<file path="src/verilog/cmlr_pkg.sv">
package cmlr_pkg;

   // ****************************************
   // register map
   // ****************************************
   localparam logic [3:0] ADDR_BUS_OUT_IMAGE = 4'h0;
   localparam logic [3:0] ADDR_BUS_IN_IMAGE  = 4'h1;
   localparam logic [3:0] ADDR_CONTROL_BITS  = 4'h2;
   localparam logic [3:0] ADDR_MODE          = 4'h3;

   // ****************************************
   // field positions
   // ****************************************
   localparam int POS_PARITY_OUT   = 8;
   localparam int POS_OPERATIONAL  = 15;
   localparam int POS_SELECT_IN    = 14;
   localparam int POS_CLOCK_OUT    = 9;
   localparam int POS_BUS_IN_PAR   = 8;
   localparam int POS_MODE_ONLINE  = 0;
   localparam int POS_MODE_CABLED  = 1;
   localparam int POS_MODE_FASTBSY = 2;
   localparam int POS_CB_ONLINE    = 0;
   localparam int POS_CB_SELECT    = 1;
   localparam int POS_CB_CLEARED   = 2;

   // ****************************************
   // reset values
   // ****************************************
   localparam logic [15:0] RST_BUS_OUT = 16'h0000;
   localparam logic [15:0] RST_BUS_IN  = 16'h0000;
   localparam logic [15:0] RST_CTRL    = 16'h0000;
   localparam logic [2:0]  RST_MODE    = 3'h0;

   // one register bus request
   typedef struct packed {
      logic [3:0]  addr;
      logic [15:0] wdata;
      logic        wr;
      logic        rd;
   } cmlr_req_t;

endpackage : cmlr_pkg

</file>
<file path="src/verilog/cmlr_odd_parity.sv">
`timescale 1ns/1ns
`default_nettype none
// odd parity: bit is one when the data holds an even count of ones
module cmlr_odd_parity #(
   parameter int WIDTH = 8
) (
   input  wire logic [WIDTH-1:0] data,
   input  wire logic             par_in,
   output var  logic             par_gen,
   output var  logic             par_good
);
   // ****************************************
   // generator and checker
   // ****************************************
   assign par_gen  = ~(^data);
   assign par_good = (^data) ^ par_in;   // odd total of all nine bits is good
endmodule : cmlr_odd_parity
`default_nettype wire

</file>
<file path="src/verilog/cmlr_sync3.sv">
`timescale 1ns/1ns
`default_nettype none
// three stage synchroniser; a change counts once stages two and three agree
module cmlr_sync3 #(
   parameter int WIDTH = 1
) (
   input  wire logic             mclk,
   input  wire logic             nrst,
   input  wire logic [WIDTH-1:0] d,
   output var  logic [WIDTH-1:0] q
);
   logic [WIDTH-1:0] s1_reg;
   logic [WIDTH-1:0] s2_reg;
   logic [WIDTH-1:0] s3_reg;
   logic [WIDTH-1:0] q_reg;
   // ****************************************
   // stages
   // ****************************************
   always_ff @(posedge mclk or negedge nrst) begin
      if (!nrst) begin
         s1_reg <= '0;
         s2_reg <= '0;
         s3_reg <= '0;
         q_reg  <= '0;
      end else begin
         s1_reg <= d;
         s2_reg <= s1_reg;
         s3_reg <= s2_reg;
         q_reg  <= (s2_reg == s3_reg) ? s3_reg : q_reg;
      end
   end
   assign q = q_reg;
endmodule : cmlr_sync3
`default_nettype wire

</file>
<file path="src/verilog/cmlr_maint_regs.sv">
// The placing of the registers and the address-and-strobe port were decided locally.
`timescale 1ns/1ns
`default_nettype none
module cmlr_maint_regs (
   input  wire logic        mclk,
   input  wire logic        nrst,
   input  wire logic        host_init,
   // register port
   input  wire logic [3:0]  reg_addr,
   input  wire logic [15:0] reg_wdata,
   input  wire logic        reg_wr,
   input  wire logic        reg_rd,
   output var  logic [15:0] reg_rdata,
   // channel bus-out side, from cable pins
   input  wire logic [15:0] cable_bus_out,
   input  wire logic        cable_clock_out,
   input  wire logic [15:0] test_in_plug,
   // internal core events
   input  wire logic [15:0] core_bus_in_load,
   input  wire logic        core_bus_in_we,
   input  wire logic        core_bus_in_clear,
   input  wire logic        core_online_req,
   input  wire logic        core_select_set,
   // channel bus-in pins (enable low while driving)
   output var  logic [15:0] bus_in_o,
   output var  logic        bus_in_oe_n,
   // bus-out test plug
   output var  logic [7:0]  test_bus_out_data,
   output var  logic        test_parity_out,
   output var  logic        test_clock_out,
   output var  logic        bus_out_parity_err
);
   // ****************************************
   // request bundle and synchronised pins
   // ****************************************
   cmlr_pkg::cmlr_req_t req;
   assign req = '{addr: reg_addr, wdata: reg_wdata, wr: reg_wr, rd: reg_rd};

   logic [15:0] cable_s;
   logic [15:0] plug_s;
   logic        clk_out_s;

   cmlr_sync3 #(.WIDTH(16)) u_sync_cable (
      .mclk (mclk),
      .nrst (nrst),
      .d    (cable_bus_out),
      .q    (cable_s)
   );
   cmlr_sync3 #(.WIDTH(16)) u_sync_plug (
      .mclk (mclk),
      .nrst (nrst),
      .d    (test_in_plug),
      .q    (plug_s)
   );
   cmlr_sync3 #(.WIDTH(1)) u_sync_clk (
      .mclk (mclk),
      .nrst (nrst),
      .d    (cable_clock_out),
      .q    (clk_out_s)
   );

   // ****************************************
   // state
   // ****************************************
   logic [15:0] bus_out_write_buffer_reg;
   logic [15:0] bus_in_store_reg;    // bit 9 and 8 positions unused
   logic [15:0] control_bits_reg;
   logic [2:0]  mode_reg;
   logic [15:0] reg_rdata_reg;
   logic [15:0] bus_in_o_reg;
   logic        bus_in_oe_n_reg;
   logic [7:0]  tbo_data_reg;
   logic        tbo_par_reg;
   logic        tbo_clk_reg;
   logic        perr_reg;

   // ****************************************
   // decode
   // ****************************************
   wire wr_bo   = req.wr && (req.addr == cmlr_pkg::ADDR_BUS_OUT_IMAGE);
   wire wr_bi   = req.wr && (req.addr == cmlr_pkg::ADDR_BUS_IN_IMAGE);
   wire wr_mode = req.wr && (req.addr == cmlr_pkg::ADDR_MODE);
   wire online  = mode_reg[cmlr_pkg::POS_MODE_ONLINE];
   wire cabled  = mode_reg[cmlr_pkg::POS_MODE_CABLED];
   wire fastbsy = mode_reg[cmlr_pkg::POS_MODE_FASTBSY];
   // off-line, or on-line with test cabling, accepts bus-out writes
   wire bo_wr_ok = !online || cabled;

   // ****************************************
   // parity on bus-in byte and on the bus-out view
   // ****************************************
   logic bus_in_parity;
   logic bo_gen_unused;
   logic bo_par_good;
   logic bi_good_unused;
   cmlr_odd_parity #(.WIDTH(8)) u_par_bi (
      .data     (bus_in_store_reg[7:0]),   // always fed by data byte
      .par_in   (1'b0),
      .par_gen  (bus_in_parity),           // no storage of its own
      .par_good (bi_good_unused)
   );
   // bus-out seen by the device: cable when on-line uncabled, else buffer
   wire [15:0] bus_out_view = (online && !cabled) ? cable_s : bus_out_write_buffer_reg;
   cmlr_odd_parity #(.WIDTH(8)) u_par_bo (
      .data     (bus_out_view[7:0]),
      .par_in   (bus_out_view[cmlr_pkg::POS_PARITY_OUT]),
      .par_gen  (bo_gen_unused),
      .par_good (bo_par_good)
   );

   // ****************************************
   // bus-in image composition
   // ****************************************
   wire [15:0] bus_in_image = {bus_in_store_reg[15:10], clk_out_s,
                               bus_in_parity, bus_in_store_reg[7:0]};
   wire [15:0] bus_in_read  = online ? plug_s : bus_in_image;

   // read mux; unmapped addresses read zero
   wire [15:0] rd_mux =
      (req.addr == cmlr_pkg::ADDR_BUS_OUT_IMAGE) ? bus_out_view :
      (req.addr == cmlr_pkg::ADDR_BUS_IN_IMAGE)  ? bus_in_read :
      (req.addr == cmlr_pkg::ADDR_CONTROL_BITS)  ? control_bits_reg :
      (req.addr == cmlr_pkg::ADDR_MODE)          ? {13'h0000, mode_reg} : 16'h0000;

   // writable bus-in bits: all but clock-out test and parity
   localparam logic [15:0] BI_WMASK = ~((16'h0001 << cmlr_pkg::POS_CLOCK_OUT) |
                                        (16'h0001 << cmlr_pkg::POS_BUS_IN_PAR));
   // select-in keeps its value through the direct clear
   localparam logic [15:0] BI_CLRMASK = 16'h0001 << cmlr_pkg::POS_SELECT_IN;

   wire [15:0] bus_in_next =
      wr_bi ? ((req.wdata & BI_WMASK) | (bus_in_store_reg & ~BI_WMASK)) :
      core_bus_in_we ? core_bus_in_load :
      core_bus_in_clear ? (bus_in_store_reg & BI_CLRMASK) :
      bus_in_store_reg;

   // control bits: hardware only, host writes ignored; bit 2 notes a direct
   // clear of bus-in so diagnostics can see one happened; init spares bits 0, 1
   localparam logic [15:0] CB_KEEP = (16'h0001 << cmlr_pkg::POS_CB_ONLINE) |
                                     (16'h0001 << cmlr_pkg::POS_CB_SELECT);
   wire [15:0] cb_set = {13'h0000, core_bus_in_clear, core_select_set, core_online_req};
   wire [15:0] control_bits_next =
      host_init ? ((control_bits_reg & CB_KEEP) | cb_set) :
      (control_bits_reg | cb_set);

   // ****************************************
   // register updates
   // ****************************************
   always_ff @(posedge mclk or negedge nrst) begin
      if (!nrst) begin
         bus_out_write_buffer_reg <= cmlr_pkg::RST_BUS_OUT;
         bus_in_store_reg         <= cmlr_pkg::RST_BUS_IN;
         control_bits_reg         <= cmlr_pkg::RST_CTRL;
         mode_reg                 <= cmlr_pkg::RST_MODE;
      end else begin
         // writes land in the buffer only, never on the live cable view
         if (wr_bo && bo_wr_ok) begin
            bus_out_write_buffer_reg <= req.wdata;
         end
         if (wr_mode) begin
            mode_reg <= req.wdata[2:0];
         end
         bus_in_store_reg <= bus_in_next;
         control_bits_reg <= control_bits_next;
      end
   end

   // ****************************************
   // outputs, all registered
   // ****************************************
   // clock-out follows the written parity bit only when on-line in cabled test mode
   wire clk_next = (online && cabled) ? bus_out_write_buffer_reg[cmlr_pkg::POS_PARITY_OUT]
                                      : 1'b0;
   always_ff @(posedge mclk or negedge nrst) begin
      if (!nrst) begin
         reg_rdata_reg   <= 16'h0000;
         bus_in_o_reg    <= 16'h0000;
         bus_in_oe_n_reg <= 1'b1;
         tbo_data_reg    <= 8'h00;
         tbo_par_reg     <= 1'b0;
         tbo_clk_reg     <= 1'b0;
         perr_reg        <= 1'b0;
      end else begin
         reg_rdata_reg   <= req.rd ? rd_mux : 16'h0000;
         bus_in_o_reg    <= bus_in_image;
         bus_in_oe_n_reg <= !(bus_in_store_reg[cmlr_pkg::POS_OPERATIONAL] || fastbsy);
         tbo_data_reg    <= bus_out_write_buffer_reg[7:0];
         tbo_par_reg     <= bus_out_write_buffer_reg[cmlr_pkg::POS_PARITY_OUT];
         tbo_clk_reg     <= clk_next;
         perr_reg        <= !bo_par_good;
      end
   end

   assign reg_rdata          = reg_rdata_reg;
   assign bus_in_o           = bus_in_o_reg;
   assign bus_in_oe_n        = bus_in_oe_n_reg;
   assign test_bus_out_data  = tbo_data_reg;
   assign test_parity_out    = tbo_par_reg;
   assign test_clock_out     = tbo_clk_reg;
   assign bus_out_parity_err = perr_reg;

endmodule : cmlr_maint_regs
`default_nettype wire

</file>
<file path="config.mk">
export PLATFORM = sky130hd
export DESIGN_NAME = cmlr_maint_regs
export DESIGN_NICKNAME = d
export VERILOG_FILES = /design/src/verilog/cmlr_pkg.sv /design/src/verilog/cmlr_odd_parity.sv /design/src/verilog/cmlr_sync3.sv /design/src/verilog/cmlr_maint_regs.sv
export SDC_FILE = /design/constraint.sdc
export NUM_CORES = 1
export LEC_CHECK = 0
export ABC_AREA = 1
export BUFFER_PORTS_ARGS = -buffer_cell sky130_fd_sc_hd__clkbuf_2
export CORE_MARGIN = 2
export CORE_UTILIZATION = 58
export CTS_BUF_LIST = sky130_fd_sc_hd__clkbuf_2 sky130_fd_sc_hd__clkbuf_4 sky130_fd_sc_hd__clkbuf_8
export DETAILED_ROUTE_END_ITERATION = 7
export GPL_ROUTABILITY_DRIVEN = 0
export MAX_ROUTING_LAYER = met4
export PLACE_DENSITY = 0.77
export SLEW_MARGIN = 20
export SYNTH_ARGS = -nofsm -noshare
export SYNTH_HDL_FRONTEND = slang
export SYNTH_SLANG_ARGS = --single-unit
</file>
<file path="constraint.sdc">
create_clock -name mclk -period 2 [get_ports mclk]
set_input_delay 0.2 -clock mclk [delete_from_list [all_inputs] [get_ports mclk]]
set_output_delay 0.2 -clock mclk [all_outputs]
set_load 0.01 [all_outputs]
</file>
==> results.py, run 1 <==
metrics = {
    "run_status": {
        "status": "finished, final reports clean",
    },
    "detailed_routing": {
        "wl_met1_um": 7300,
        "antenna_left": 0,
        "wl_um": 17700,
        "wl_met2_um": 8550,
        "highest_layer": "met4",
        "dr_total_vias": 5868,
        "wl_per_cell_um": 15.8,
        "drt_iter0_markers": 438,
        "drt-vias-per-instance": 5.23,
        "met3_length_um": 1150,
        "dr.pass1.iters": 5,
        "remaining_drc_errors": 0,
    },
    "synthesis": {
        "yosys-top-cells-area": "dfrtp_1 68%, nand2_1 8.2%, xnor2_1 3.8%",
        "syn_inst": 715,
        "synth_largest_area_cell": "dfrtp_1",
        "async_reset_ff_share_pct": 100,
        "syn_nets": 793,
        "synth_edf_count": 0,
        "ys_ff_latch": 212,
        "netlist_area_sq_mm": 0.00779,
        "yosysSeqAreaShare_pct": 68.1,
        "synth_cell_types": 38,
        "yosys.area.top_type_share_pct": 67.8,
        "yosys_warnings": 0,
        "syn_avg_cell_area_sq_um": 10.9,
        "synthFlopType": "dfrtp_1",
    },
    "placement": {
        "place_ws_ns": 0.209,
        "dp_hpwl_um": 11500,
        "placed_area_sq_mm": 0.00862,
        "port_buffers": 119,
    },
    "global_route": {
        "gr-usage-all-layers_pct": 26.4,
        "grt_pass1_wl_um": 28600,
        "grt_pass1_vias": 5904,
        "antenna_found_initial": 0,
        "grt_start_max_net_pins": 60,
        "globalRoute.totalOverflow": 0,
    },
    "setup_path": {
        "path_cells": "inv_2, nand2_8, nand2_1, nand2_1, nand2_1, nand2_1, inv_2, nand2_1, nand2_1, nand2_1, nand3_1, nand2_1",
        "path_class": "reg -> reg",
        "max_stage_delay_ns": 0.44,
        "crit_family": "simple AND/OR/NAND/NOR gates",
        "cpMostUsedCell": "nand2_1",
        "end_kind": "flip-flop",
        "cp.required_ns": 2.43,
        "worstRegToRegCells": 12,
        "critPathBufInv": 2,
        "cp-start-kind": "flip-flop",
        "arrival_ns": 2.22,
        "crit_fanout": 28,
        "cpMaxStageDelayCell": "dfrtp_1",
        "cp.depth": 12,
    },
    "timing": {
        "setup_tns_ns": 0,
        "fmax_ghz": 0.560,
        "setup_slack_ns": 0.214,
        "period_needed_ns": 1.79,
        "layout_worst_path_cycle_share_pct": 89.3,
        "slew_viol_final": 0,
        "skew_ns": 0.0167,
        "hold_viol_final": 0,
        "relSlewSlack_pct": 65.6,
        "worstMarginPinSlew_ns": 0.515,
        "setup_viol": 0,
        "rsz0062_at_grt": "no",
    },
    "min_path": {
        "min_path_type": "in -> reg",
        "holdPathStages": 5,
    },
    "power_and_ir_drop": {
        "p_leak_nw": 5.04,
        "worst_ir_drop_vdd_mv": 0.757,
        "cellPowerDensity_mw_per_mm2": 1000,
        "finalPower_w": 0.0100,
    },
    "floorplanning": {
        "ioPinCount": 122,
        "die_y_um": 120,
        "initial_core_util_pct": 59.0,
        "die_area_sq_mm": 0.0144,
        "core_area_sq_mm": 0.0132,
        "die_w_um": 120,
        "rows": 42,
    },
    "cts": {
        "cts_made_buffers": 31,
        "cts_root_buffer": "clkbuf_8",
        "cts_buffer_depth": 3,
        "clkTransAtPathRegs_ns": 0.07,
        "htreeDepth": 1,
        "cts_setup_buffers": 0,
        "cts_tree": "yes",
        "clock_latency_ns": 0.55,
        "cts_sinks": 212,
    },
    "flow_run": {
        "drv_cap": 0,
    },
    "layout": {
        "nets": 1000,
        "drive_above_1_share_pct": 22.5,
        "area_growth_pct": 28.5,
        "final_util_pct": 75.9,
        "n_antenna_cell": 0,
        "fin_area_sq_mm": 0.0100,
    },
}
-- final timing paths --
check | startpoint | to | slack [ns]
worst max-delay path | mode_reg[1] | bus_out_parity_err | 0.21
worst min-delay path | core_bus_in_load[4] | bus_in_store_reg[4] | 0.02
worst max register to register | mode_reg[1] | bus_out_parity_err | 0.21
worst min register to register | u_sync_cable.s1_reg[14] | u_sync_cable.s2_reg[14] | 0.34
max in group asynchronous | nrst | u_sync_plug.s1_reg[4] | 1.21
min in group asynchronous | nrst | bus_in_o[9] | 0.16
-- logic make-up (layout without fill, tap and decap cells) --
kind of cell | Yosys count | count (layout) | share of synthesized area, %
AND/OR/NAND/NOR | 285 | 285 | 15.7
multiplexers | 2 | 2 | 0.386
XOR/XNOR | 36 | 36 | 4.05
flip-flops | 212 | 212 | 68.1
adder cells (fa/ha/maj) | 1 | 1 | 0.129
AO/OA/AOI/OAI | 103 | 103 | 7.42
buffers and inverters | 76 | 307 | 4.21
-- cell usage after synthesis, types with 3 or more instances --
master    instances
inv_1            44
nand4_1           7
nand3_1          42
nand3b_1          5
clkbuf_1          7
nand2_2           4
dfrtp_1         211
xnor2_1          34
nand2_1         171
inv_2             7
o21ai_0          21
nor2_1           39
buf_2            13
a211oi_1          7
a21oi_1          25
nor3_1            7
o21ai_1          29
o21a_1            7
a31oi_1           8
buf_4             3
-- power breakdown --
part	switching [W]	leakage, nW	internal (W)
Clock	0.00163	0.383	0.00225
Combinational	0.000814	2.05	0.000535
Sequential	0.000198	2.60	0.00460
-- metrics by stage --
step,hold WS [ns],instances
after detailed placement,0.170,999
after global routing,0.0256,1122
after floorplan,-0.0956,715
final,0.0222,1122
after global placement,0.168,999
after CTS,0.00187,1121
-- worst register-to-register path: stages (launching register included) --
cell	delay, ns
dfrtp_1	0.44
inv_2	0.27
nand2_8	0.20
nand2_1	0.12
nand2_1	0.10
nand2_1	0.08
nand2_1	0.08
inv_2	0.06
nand2_1	0.05
nand2_1	0.07
nand2_1	0.05
nand3_1	0.08
nand2_1	0.06
-- area by class of cell --
| cell class | instances | area (sq um) |
|---|---|---|
| clock buffer | 43 | 573 |
| clock inverter | 14 | 148 |
| tap | 176 | 220 |
| inverter | 51 | 191 |
| fill | 879 | 3180 |
| multi-input combinational | 427 | 2160 |
| timing repair buffer | 199 | 1410 |
| sequential | 212 | 5310 |
-- cell usage in the layout, fill, tap and decap left out, types with 10 or more instances in the layout --
master,n
dlygate4sd3_1,66
buf_4,11
a21oi_1,25
o21ai_1,29
clkbuf_2,118
xnor2_1,34
nor2_1,39
nand2_1,171
clkinv_2,10
dfrtp_1,211
clkbuf_8,41
inv_1,44
nand3_1,42
o21ai_0,21
-- repair_timing --
| action | in CTS | in global routing |
|---|---|---|
| gates resized for setup | 0 | 1 |
| hold buffers | 65 | 1 |
| endpoints found under the setup margin | 0 | 1 |
| hold endpoints to repair | 256 | 1 |
-- layer usage --
layer  track usage (%)  vias to the layer above
met1              33.7                     2829
met5                 -                        -
met4              11.9                        0
li1                  -                     2725
met3              4.28                       55
met2              42.3                      259
No activity file was read; power rests on OpenSTA's default activity.
==> run 2: changes to the inputs <==
--- a/config.mk
+++ b/config.mk
@@ -8,13 +8,16 @@
 export ABC_AREA = 1
 export BUFFER_PORTS_ARGS = -buffer_cell sky130_fd_sc_hd__clkbuf_2
 export CORE_MARGIN = 2
-export CORE_UTILIZATION = 58
+export CORE_UTILIZATION = 59
 export CTS_BUF_LIST = sky130_fd_sc_hd__clkbuf_2 sky130_fd_sc_hd__clkbuf_4 sky130_fd_sc_hd__clkbuf_8
+export CTS_CLUSTER_DIAMETER = 200
 export DETAILED_ROUTE_END_ITERATION = 7
 export GPL_ROUTABILITY_DRIVEN = 0
 export MAX_ROUTING_LAYER = met4
-export PLACE_DENSITY = 0.77
+export PLACE_DENSITY = 0.78
+export SETUP_SLACK_MARGIN = 0.2
 export SLEW_MARGIN = 20
 export SYNTH_ARGS = -nofsm -noshare
 export SYNTH_HDL_FRONTEND = slang
+export SYNTH_HIERARCHICAL = 1
 export SYNTH_SLANG_ARGS = --single-unit
==> results.py, run 2 <==
metrics = {
    "floorplanning": {
        "die_w_um": 124,
        "die_area_sq_mm": 0.0155,
        "ioPinCount": 122,
        "core_area_sq_mm": 0.0140,
        "die_y_um": 124,
        "rows": 43,
        "initial_core_util_pct": 60.9,
    },
    "power_and_ir_drop": {
        "comb_power_share_pct": 13.7,
        "p_seq_share_pct": 47.3,
        "switching_share_pct": 26.3,
        "p_leak_nw": 5.97,
        "worst_ir_drop_vdd_mv": 0.844,
        "cellPowerDensity_mw_per_mm2": 937,
        "clock_power_share_pct": 39.0,
        "intPower_w": 0.00749,
        "switching_power_w": 0.00267,
    },
    "global_route": {
        "gr-usage-all-layers_pct": 25.8,
        "grt_start_max_net_pins": 62,
        "grt_pass1_wl_um": 31200,
        "globalRoute.totalOverflow": 0,
        "antenna_found_initial": 0,
        "grt_pass1_vias": 6556,
    },
    "timing": {
        "setup_tns_ns": 0,
        "rsz0062_at_grt": "yes",
        "fmax_ghz": 0.616,
        "hold_viol_final": 0,
        "whs_ns": 0.0560,
        "slew_viol_final": 0,
        "layout_worst_path_cycle_share_pct": 81.2,
        "worstMarginPinSlew_ns": 0.590,
        "setup_viol": 0,
        "skew_ns": 0.0178,
        "period_needed_ns": 1.62,
        "relSlewSlack_pct": 60.6,
    },
    "layout": {
        "n_antenna_cell": 0,
        "final_cells": 1364,
        "seqCellArea_sq_mm": 0.00531,
        "drive_above_1_share_pct": 21.2,
        "area_growth_pct": 26.8,
        "nets": 1238,
        "multiInputGateArea_sq_mm": 0.00261,
        "final_util_pct": 77.2,
        "final_common_cell": "nand2_1",
        "fillers": 932,
        "final_cell_mix": "321 x nand2_1, 209 x dfrtp_1, 118 x clkbuf_2, 114 x nand3_1, 108 x inv_1",
    },
    "synthesis": {
        "netlist_area_sq_mm": 0.00855,
        "syn_inst": 940,
        "syn_nets": 1018,
        "yosys_warnings": 6,
        "syn_avg_cell_area_sq_um": 9.09,
    },
    "cts": {
        "cts_root_buffer": "clkbuf_8",
        "clock_latency_ns": 0.52,
        "htreeDepth": 2,
        "cts_made_buffers": 34,
        "cts_sinks": 212,
        "clkTransAtPathRegs_ns": 0.06,
        "cts_tree": "yes",
        "cts_buffer_depth": 3,
    },
    "flow_run": {
        "drv_cap": 0,
    },
    "setup_path": {
        "arrival_ns": 2.03,
        "r2r_slack_ns": 0.38,
        "worstRegToRegCells": 14,
        "cp.required_ns": 2.41,
        "crit_fanout": 16,
        "end_kind": "flip-flop",
        "path_class": "reg -> reg",
        "cp-start-kind": "flip-flop",
    },
    "min_path": {
        "holdPathStages": 5,
        "min_path_type": "in -> reg",
    },
    "detailed_routing": {
        "remaining_drc_errors": 0,
        "drt-vias-per-instance": 4.92,
        "dr.pass1.iters": 5,
        "drt_iter0_markers": 483,
        "antenna_left": 0,
        "wl_um": 18900,
        "dr_total_vias": 6714,
        "wl_per_cell_um": 13.8,
    },
    "placement": {
        "dp_hpwl_um": 12300,
        "port_buffers": 119,
        "dp.cells": 1226,
    },
    "run_status": {
        "status": "finished, final reports clean",
    },
}
-- run 2: area by class of cell --
type	count	share of cell area, %
multi-input cells	587	24.0
clock buffers	56	6.42
clock inverters	4	0.485
repair buffers	210	14.0
inverters	115	4.03
flip-flops and latches	212	49.0
well taps	180	2.08
-- run 2: metal layers --
metal | track usage (%) | share of wire (%)
met4 | 11.5 | 3.3
met1 | 32.3 | 42
met2 | 41.6 | 48
met3 | 4.68 | 6.3
met5 | - | 0
-- run 2: final timing paths --
check,start,endpoint
worst max-delay path,mode_reg[1],bus_out_parity_err
worst min-delay path,core_bus_in_load[14],bus_in_store_reg[14]
worst max register to register,mode_reg[1],bus_out_parity_err
worst min register to register,u_sync_plug/s1_reg[10],u_sync_plug/s2_reg[10]
max in group asynchronous,nrst,u_sync_plug/q[6]
min in group asynchronous,nrst,reg_rdata[8]
-- run 2: critical path, cell delays in order (launching register included) --
cell and delay, ns:
dfrtp_2 0.44, inv_2 0.12, nand2_4 0.14, nand2_1 0.09, nand2_1 0.07, inv_1 0.10, inv_1 0.06, nand2_1 0.06
nand2_1 0.07, nand2_1 0.07, nand2_1 0.05, nand2_1 0.07, nand3_1 0.07, nand2_1 0.06, inv_1 0.03
-- run 2: power groups by stage --
stage	Clock [W]	Sequential, W	Combinational, W
floorplan	0	0.00486	0.000787
global placement	0	0.00486	0.00120
detailed placement	0	0.00487	0.00123
CTS	0.00404	0.00480	0.00136
global route	0.00425	0.00484	0.00157
finish	0.00396	0.00481	0.00139
-- run 2: metrics by stage --
step / setup slack, ns / total power [W] / cell area (sq um)
CTS: 0.308 / 0.0102 / 10800
detailed placement: 0.337 / 0.00611 / 9310
global route: 0.186 / 0.0107 / 10800
finish: 0.376 / 0.0102 / 10800
floorplan: 0.521 / 0.00565 / 8550
global placement: 0.398 / 0.00606 / 9310
-- run 2: repair_timing --
| action | CTS | global route |
|---|---|---|
| setup buffers | 0 | 3 |
| hold endpoints to repair | 127 | 0 |
| gates resized for setup | 0 | 3 |
| hold buffers | 75 | 0 |
| endpoints found under the setup margin | 0 | 3 |
